### config.mk
export PLATFORM = sky130hd
export DESIGN_NAME = bms_sched
export DESIGN_NICKNAME = d
export VERILOG_FILES = /design/src/design/bms_fifo.sv /design/src/design/bms_pkg.sv /design/src/design/bms_sched.sv
export VERILOG_INCLUDE_DIRS = /design/src /design/src/design
export SDC_FILE = /design/constraint.sdc
export NUM_CORES = 2
export LEC_CHECK = 0
export BUFFER_PORTS_ARGS = -buffer_cell sky130_fd_sc_hd__buf_2
export CAP_MARGIN = 30
export CORE_UTILIZATION = 35
export CTS_CLUSTER_DIAMETER = 200
export DETAILED_ROUTE_END_ITERATION = 12
export HOLD_SLACK_MARGIN = 0.08
export PLACE_DENSITY = 0.58
export REMOVE_ABC_BUFFERS = 1
export SLEW_MARGIN = 25
export SYNTH_ARGS = -nofsm -noshare
export SYNTH_HDL_FRONTEND = slang
export SYNTH_SLANG_ARGS = --single-unit
### constraint.sdc
create_clock -name ref_clk_i -period 13.04 [get_ports ref_clk_i]
set_clock_uncertainty 0.05 [all_clocks]
set_input_delay 3.912 -clock ref_clk_i [delete_from_list [all_inputs] [get_ports ref_clk_i]]
set_output_delay 3.912 -clock ref_clk_i [all_outputs]
set_load 0.02 [all_outputs]
### src/design/bms_cfg.svh
// Purpose: constants for the burst message scheduler
// Assumes: 100 MHz reference clock, periods counted in processing ticks
// Notes:   period codes index the fixed period list
`ifndef BMS_CFG_SVH
`define BMS_CFG_SVH
`define BMS_SLOTS        3
`define BMS_VAL_W        32
// Period list in half-second units, code 0 = 0.5 s .. code 13 = 60 min
`define BMS_P_0_5S       24'h00_0001
`define BMS_P_1S         24'h00_0002
`define BMS_P_2S         24'h00_0004
`define BMS_P_4S         24'h00_0008
`define BMS_P_8S         24'h00_0010
`define BMS_P_16S        24'h00_0020
`define BMS_P_32S        24'h00_0040
`define BMS_P_1MIN       24'h00_0078
`define BMS_P_5MIN       24'h00_0258
`define BMS_P_10MIN      24'h00_04B0
`define BMS_P_15MIN      24'h00_0708
`define BMS_P_30MIN      24'h00_0E10
`define BMS_P_45MIN      24'h00_1518
`define BMS_P_60MIN      24'h00_1C20
// Milliseconds in half a second, divided by the tick length for the tick ratio
`define BMS_HALF_SEC_MS  500
`define BMS_FIFO_DEPTH   32
`endif

### src/design/bms_fifo.sv
// Purpose: holds no logic of its own
// Assumes: nothing
// Notes:   the request FIFO module sits in the scheduler file, so that
//          all design logic lives in one place

### src/design/bms_pkg.sv
// Purpose: types for the burst message scheduler
// Assumes: nothing beyond the cfg header
// Notes:   encodings are the device's own
package bms_pkg;
  typedef enum logic [2:0] {
    BMS_CMD_PV     = 3'b000,
    BMS_CMD_PCT    = 3'b001,
    BMS_CMD_DYN    = 3'b010,
    BMS_CMD_MAP8   = 3'b011,
    BMS_CMD_MAP4   = 3'b100,
    BMS_CMD_DIAG   = 3'b101
  } bms_cmd_t;
  typedef enum logic [2:0] {
    BMS_TRG_CONT   = 3'b000,
    BMS_TRG_WINDOW = 3'b001,
    BMS_TRG_RISE   = 3'b010,
    BMS_TRG_FALL   = 3'b011,
    BMS_TRG_CHANGE = 3'b100
  } bms_trig_t;
  typedef enum logic [3:0] {
    BMS_VAR_FLOW   = 4'b0000,
    BMS_VAR_DP     = 4'b0001,
    BMS_VAR_STATIC_PRESSURE_SELECT = 4'b0010,
    BMS_VAR_EXTERNAL_TEMP_SELECT   = 4'b0011,
    BMS_VAR_TOTAL  = 4'b0100,
    BMS_VAR_PV     = 4'b0101,
    BMS_VAR_SV     = 4'b0110,
    BMS_VAR_TV     = 4'b0111,
    BMS_VAR_QV     = 4'b1000,
    BMS_VAR_PCT    = 4'b1001,
    BMS_VAR_LOOP   = 4'b1010,
    BMS_VAR_UNUSED = 4'b1111
  } bms_var_t;
  typedef enum logic [1:0] {
    BMS_ST_IDLE    = 2'b00,
    BMS_ST_EVAL    = 2'b01,
    BMS_ST_PUSH    = 2'b10
  } bms_state_t;
endpackage

### src/design/bms_sched.sv
// Purpose: burst message scheduler for three burst slots
// Assumes: proc_tick_i pulses once per processing cycle, same clock domain
// Notes:   publications queue in a FIFO; a full FIFO holds the slot pending
`timescale 1ns/1ps
`include "bms_cfg.svh"
module bms_sched #(
  parameter int NS    = `BMS_SLOTS,
  parameter int VW    = `BMS_VAL_W,
  parameter int DEPTH = `BMS_FIFO_DEPTH,
  parameter int PROC_MS = 100,
  parameter int TICK_MS = 100
) (
  input  wire logic                          ref_clk_i,
  input  wire logic                          rst_i,
  input  wire logic                          ce_i,
  input  wire logic                          proc_tick_i,
  input  wire logic [NS-1:0]                 burst_en_i,
  input  wire bms_pkg::bms_cmd_t             cmd_i       [NS],
  input  wire bms_pkg::bms_trig_t            trig_mode_i [NS],
  input  wire logic [3:0]                    upd_code_i  [NS],
  input  wire logic [3:0]                    max_code_i  [NS],
  input  wire logic [VW-1:0]                 trig_lvl_i  [NS],
  input  wire bms_pkg::bms_var_t             src_var_i   [NS],
  input  wire logic [VW-1:0]                 var_val_i   [11],
  output logic                               msg_valid_o,
  input  wire logic                          msg_ready_i,
  output logic [1:0]                         msg_slot_o,
  output bms_pkg::bms_cmd_t                  msg_cmd_o,
  output logic [VW-1:0]                      msg_src_o,
  output logic [NS-1:0]                      slot_active_o
);
  import bms_pkg::*;
  localparam int FW = 2 + 3 + VW;
  // Ticks in half a second, derived from tick length
  localparam int HALF_TICKS = (`BMS_HALF_SEC_MS + TICK_MS - 1) / TICK_MS;
  localparam int PROC_TICKS = (PROC_MS + TICK_MS - 1) / TICK_MS;

  // Period code to tick count; longer codes saturate at 60 min
  function automatic logic [31:0] period_ticks(input logic [3:0] code);
    logic [23:0] half;
    logic [31:0] t;
    half = `BMS_P_60MIN;
    case (code)
      4'h0:    half = `BMS_P_0_5S;
      4'h1:    half = `BMS_P_1S;
      4'h2:    half = `BMS_P_2S;
      4'h3:    half = `BMS_P_4S;
      4'h4:    half = `BMS_P_8S;
      4'h5:    half = `BMS_P_16S;
      4'h6:    half = `BMS_P_32S;
      4'h7:    half = `BMS_P_1MIN;
      4'h8:    half = `BMS_P_5MIN;
      4'h9:    half = `BMS_P_10MIN;
      4'hA:    half = `BMS_P_15MIN;
      4'hB:    half = `BMS_P_30MIN;
      4'hC:    half = `BMS_P_45MIN;
      default: half = `BMS_P_60MIN;
    endcase
    t = 32'(half) * 32'(HALF_TICKS);
    if (t <= 32'(PROC_TICKS)) t = 32'(PROC_TICKS) + 32'h0000_0001;
    return t;
  endfunction

  // Source value selection; unused entries read zero
  function automatic logic [VW-1:0] pick(input bms_var_t v, input logic [VW-1:0] vals [11]);
    if (v == BMS_VAR_UNUSED || 4'(v) > 4'hA) return '0;
    return vals[4'(v)];
  endfunction

  logic [31:0]   upd_cnt_ff  [NS];
  logic [31:0]   max_cnt_ff  [NS];
  logic [VW-1:0] last_ff     [NS];
  logic [NS-1:0] pend_ff;
  logic [1:0]    rr_ff;
  wire           fifo_ready;
  wire  [FW-1:0] fifo_out;
  wire  [NS-1:0] want;
  wire  [NS-1:0] upd_due;
  wire  [NS-1:0] max_due;
  wire  [VW-1:0] src     [NS];
  wire  [1:0]    grant;
  wire           push;

  for (genvar s = 0; s < NS; s++) begin : g_slot
    wire [VW-1:0] lvl = trig_lvl_i[s];
    wire [VW-1:0] cur;
    wire [VW-1:0] lst = last_ff[s];
    wire [VW-1:0] dif = (cur > lst) ? cur - lst : lst - cur;
    wire          hit;
    assign cur        = pick(src_var_i[s], var_val_i);
    assign src[s]     = cur;
    assign upd_due[s] = (upd_cnt_ff[s] + 32'h0000_0001 >= period_ticks(upd_code_i[s]));
    assign max_due[s] = (max_cnt_ff[s] + 32'h0000_0001 >= period_ticks(max_code_i[s]));
    assign hit = (trig_mode_i[s] == BMS_TRG_CONT)   ? 1'b1 :
                 (trig_mode_i[s] == BMS_TRG_WINDOW) ? (dif > lvl) :
                 (trig_mode_i[s] == BMS_TRG_RISE)   ? (cur > lvl) :
                 (trig_mode_i[s] == BMS_TRG_FALL)   ? (cur < lvl) :
                 (trig_mode_i[s] == BMS_TRG_CHANGE) ? (dif >= lvl && dif != '0) : 1'b0;
    assign want[s] = burst_en_i[s] && proc_tick_i && ((upd_due[s] && hit) || max_due[s]);

    // Per-slot timers and last-value store
    always_ff @(posedge ref_clk_i) begin
      if (rst_i) begin
        upd_cnt_ff[s] <= '0;
        max_cnt_ff[s] <= '0;
        last_ff[s]    <= '0;
      end else if (ce_i) begin
        if (!burst_en_i[s]) begin
          upd_cnt_ff[s] <= '0;
          max_cnt_ff[s] <= '0;
        end else if (proc_tick_i) begin
          upd_cnt_ff[s] <= upd_due[s] ? '0 : upd_cnt_ff[s] + 32'h0000_0001;
          max_cnt_ff[s] <= want[s] ? '0 : max_cnt_ff[s] + 32'h0000_0001;
        end
        if (want[s]) last_ff[s] <= cur;
      end
    end
  end

  // Round-robin pick among pending slots
  assign grant = pend_ff[rr_ff] ? rr_ff :
                 pend_ff[(rr_ff == 2'd2) ? 2'd0 : rr_ff + 2'd1] ?
                   ((rr_ff == 2'd2) ? 2'd0 : rr_ff + 2'd1) :
                 ((rr_ff == 2'd0) ? 2'd2 : rr_ff - 2'd1);
  assign push  = |pend_ff && fifo_ready;

  // Pending set wins over its own clear; a slot switched off drops its
  // request so nothing is sent for it while the queue is full
  always_ff @(posedge ref_clk_i) begin
    if (rst_i) begin
      pend_ff <= '0;
      rr_ff   <= 2'd0;
    end else if (ce_i) begin
      pend_ff <= ((pend_ff & ~(push ? (NS'(1) << grant) : '0)) | want) & burst_en_i;
      if (push) rr_ff <= (grant == 2'd2) ? 2'd0 : grant + 2'd1;
    end
  end

  bms_fifo #(.WIDTH(FW), .DEPTH(DEPTH)) u_fifo (
    .ref_clk_i   (ref_clk_i),
    .rst_i       (rst_i),
    .ce_i        (ce_i),
    .in_valid_i  (push),
    .in_ready_o  (fifo_ready),
    .in_data_i   ({grant, 3'(cmd_i[grant]), src[grant]}),
    .out_valid_o (msg_valid_o),
    .out_ready_i (msg_ready_i),
    .out_data_o  (fifo_out)
  );

  assign msg_slot_o    = fifo_out[FW-1 -: 2];
  assign msg_cmd_o     = bms_cmd_t'(fifo_out[VW+2:VW]);
  assign msg_src_o     = fifo_out[VW-1:0];
  assign slot_active_o = burst_en_i;
endmodule

// Request queue between the slots and the host side
// Full and empty are exact; one spare address bit tells the wrap
module bms_fifo #(
  parameter int WIDTH = 8,
  parameter int DEPTH = 32
) (
  input  wire logic             ref_clk_i,
  input  wire logic             rst_i,
  input  wire logic             ce_i,
  input  wire logic             in_valid_i,
  output logic                  in_ready_o,
  input  wire logic [WIDTH-1:0] in_data_i,
  output logic                  out_valid_o,
  input  wire logic             out_ready_i,
  output logic      [WIDTH-1:0] out_data_o
);
  localparam int AW = $clog2(DEPTH);
  logic [WIDTH-1:0] mem_ff [DEPTH];
  logic [AW:0]      wr_ff;
  logic [AW:0]      rd_ff;
  wire              push;
  wire              pop;
  wire              full;
  wire              empty;

  // Pointer compare, top bit tells wrap
  assign full        = (wr_ff[AW] != rd_ff[AW]) && (wr_ff[AW-1:0] == rd_ff[AW-1:0]);
  assign empty       = (wr_ff == rd_ff);
  assign in_ready_o  = !full;
  assign out_valid_o = !empty;
  assign push        = ce_i && in_valid_i && !full;
  assign pop         = ce_i && out_ready_i && !empty;
  assign out_data_o  = mem_ff[rd_ff[AW-1:0]];

  // Storage, no reset needed on data
  always_ff @(posedge ref_clk_i) begin
    if (push) begin
      mem_ff[wr_ff[AW-1:0]] <= in_data_i;
    end
  end

  // Pointers; frozen with the clock enable like the rest
  always_ff @(posedge ref_clk_i) begin
    if (rst_i) begin
      wr_ff <= '0;
      rd_ff <= '0;
    end else begin
      if (push) wr_ff <= wr_ff + (AW+1)'(1);
      if (pop)  rd_ff <= rd_ff + (AW+1)'(1);
    end
  end
endmodule

==> summary.md <==
| Metric | Value |
|---|---|
| # Post-CTS Setup Buffers | `0` |
| Post-synth cell types | `108` |
| Setup WS post-layout | `1.25 ns` |
| Die width | `517 um` |
| Placed inst area | `101,000 um^2` |
| Post-synthesis register bit count | `1,494` |
| Reg2reg start | `last_ff[0][11]` |
| Routed Antenna Nets | `0` |
| Peak VDD IR | `0.126 mV` |
| Worst hold-check path type | `reg -> reg` |
| Adder-Cell Fraction of Synth Area | `9.22%` |
| Final setup vio count | `0` |
| Post-synthesis mux area share | `17.1%` |
| Setup crit end kind | `flop` |
| Most frequent cells in the layout | `edfxtp_1, ha_1, mux4_2` |
| Initial core utilization | `35.3%` |
| Max Buffers Root-to-Sink | `3` |
| Shortest period the worst path allows | `11.79 ns` |
| Initial antenna violation count | `116` |
| XOR/XNOR Fraction of Synth Area | `2.77%` |
| Period utilisation layout | `90.4%` |
| Worst skew pair latency | `0.84 ns` |
| Tot GR Track Use | `25.4%` |
| CTS tree | `built` |
| Drt wl/cell | `29.6 um` |
| Most common cell after layout, fill and taps aside | `edfxtp_1` |
| Row cnt | `188` |
| Post-Route WL | `345 mm` |
| CP startpoint | `src_var_i[8]` |
| Pin count of the biggest net entering global routing | `148` |
| Net count reported at finish | `9,104` |
| Register area | `44,700 um^2` |
| Fillers | `24,800` |
| Share of cells above drive strength 1 | `21.6%` |
| Syn. warnings | `0` |
| Post-CTS Resized | `0` |
| # IOs | `551` |
| Cell area power density | `127 nW/um^2` |
| Area of the core | `263,000 um^2` |
| Vias/cell | `5.83` |
| Critical path fanouts, max | `49` |
| Setup Crit Path Kind | `in -> reg` |
| Drt pass-1 iters | `6` |
| Post-DP HPWL | `251 mm` |
| Asr flop ratio synth | `0%` |
| IO buf count | `550` |
| Synth Cell Area | `92,700 um^2` |
| Max Freq | `84.8 MHz` |
| EDFF count, synth | `1,472` |
| DR vias | `67,800` |
| Num CTS Buffers | `162` |
| Final GP Congestion | `1.03` |
| Outcome | `finished clean` |
| Total of max-cap violations | `0` |
| Layout overhead on the synthesized area | `14.6%` |
| Iter 0 DRT Violations | `6,683` |
| Synth Flop Type | `edfxtp_1` |
| Multi-input logic area | `45,600 um^2` |
| Hold path startpoint | `u_fifo.wr_ff[5]` |
| Post-synthesis simple-gate area fraction | `8.93%` |
| Largest area contributor in the netlist | `edfxtp_1` |
| Arrival time worst endpoint | `12.24 ns` |
| Crit path required time | `13.50 ns` |
| Count of pins over their slew limit | `0` |
| Die span in y | `517 um` |
| Fraction of the yosys area taken by sequential cells | `48.2%` |
| DRC | `0` |
| Worst slack at placement | `0.545 ns` |
| Post-layout util | `40.4%` |
| Tightest Pin Transition | `1.20 ns` |
| Post-Synthesis Cells | `7,286` |
| Overflow left after global routing | `0` |
| First-pass GRT wire length | `485 mm` |
| Final hold viol count | `0` |
| Average cell area after synthesis | `12.7 um^2` |
| CP startpoint kind | `input pin` |
| Total die area | `267,000 um^2` |
| Hold_buf cts | `0` |
| CTS Root Cell | `clkbuf_16` |
| RSZ-0062 raised after global routing | `false` |
| Synth top area cells | `edfxtp_1, mux4_2, ha_1` |
| Top cell type's share of synthesized area | `47.7%` |
| Leak pwr | `0.0396 uW` |
| Final Instance Area | `106,000 um^2` |
| Max H-tree Level | `4` |
| Clk pin slew, worst setup/hold paths | `0.06 ns` |
| Slew HR | `20.2%` |
| Largest family of logic cells by synthesized area | `multiplexers` |
| Vias in the first global route | `67,100` |
| Total clock sinks | `1,494` |
| Synth Area in Compound Gates | `10.3%` |
-- cells by family (layout without fill, tap and decap cells) --
family	after synthesis	in the layout
compound gates	1466	1466
xor+xnor	293	293
fa+ha+maj	676	676
buf+inv	837	1507
flops	1494	1494
mux	874	874
other cells	1	155
simple gates	1645	1645
-- power breakdown --
part           total [uW]  leakage [uW]  internal, uW  switching [uW]
sequential           5590        0.0140          5530            61.3
combinational        3360        0.0230          1200            2160
clock                4590       0.00256          2580            2010
-- flip-flops by register name, indices dropped and copies added, names as in the netlist, named ones only --
signal and count:
last_ff 96, max_cnt_ff 96, pend_ff 3, rr_ff 2
u_fifo.mem_ff 1184, u_fifo.rd_ff 6, u_fifo.wr_ff 6, upd_cnt_ff 96
-- per-stage QoR --
stage / setup TNS (ns) / hold WS [ns] / power, uW / instances
detailed placement: 0 / 0.480 / 8990 / 11300
global route: 0 / 0.533 / 14100 / 11600
floorplan: -174.67 / 0.448 / 7770 / 7020
global placement: 0 / 0.465 / 8950 / 11300
CTS: 0 / 0.497 / 13600 / 11600
finish: 0 / 0.494 / 13500 / 11600
-- worst max-delay path, cell delays in order --
cell,delay [ns]
buf_6,0.53
mux4_2,0.59
mux2i_1,0.58
o22a_1,0.60
ha_1,0.27
nand4_1,0.26
nor4_1,0.71
a21boi_0,0.28
o2bb2ai_1,0.23
a21oi_4,0.62
mux2i_1,0.29
xor2_1,0.35
inv_1,0.11
ha_1,0.31
nand4_1,0.11
nor2_1,0.31
a21boi_0,0.21
o21ai_0,0.11
o2111a_1,0.16
nand2b_1,0.15
a211oi_1,0.67
a21o_1,0.30
a21oi_1,0.09
nand2_1,0.14
buf_12,0.21
-- layer usage --
metal  GRT usage [%]  wire length (um)  vias to the layer above
met4            12.8             20300                       20
li1                -                 -                    29600
met2            41.9            163000                     2992
met1            32.1            137000                    34500
met3            4.23             24400                      743
met5               0               120                        -
-- worst paths after layout --
| check | to | slack, ns | cells past startpoint |
|---|---|---|---|
| hold reg to reg | u_fifo.wr_ff[5] | 0.49 | 2 |
| setup / recovery | last_ff[0][5] | 1.25 | 25 |
| hold / removal | u_fifo.wr_ff[5] | 0.49 | 2 |
| setup reg to reg | last_ff[0][5] | 5.91 | 21 |
-- cell usage after synthesis (145+ instances only) --
cell	count
a21oi_1	462
nand3_1	167
clkbuf_1	232
nand2_1	327
ha_1	664
mux2i_1	265
mux4_2	560
inv_1	476
nor2_1	483
nand4_1	145
o21ai_0	289
edfxtp_1	1472
xnor2_1	184
-- cell type report --
class                   count  area share [%]
multi-input cells        5050            42.9
flip-flops and latches   1494            42.0
well taps                3515            4.14
repair buffers            734            4.11
clock buffers             186            3.92
inverters                 476            1.68
clock inverters           111            1.06
diodes                     59           0.139
(Power assumes the default switching activity.)
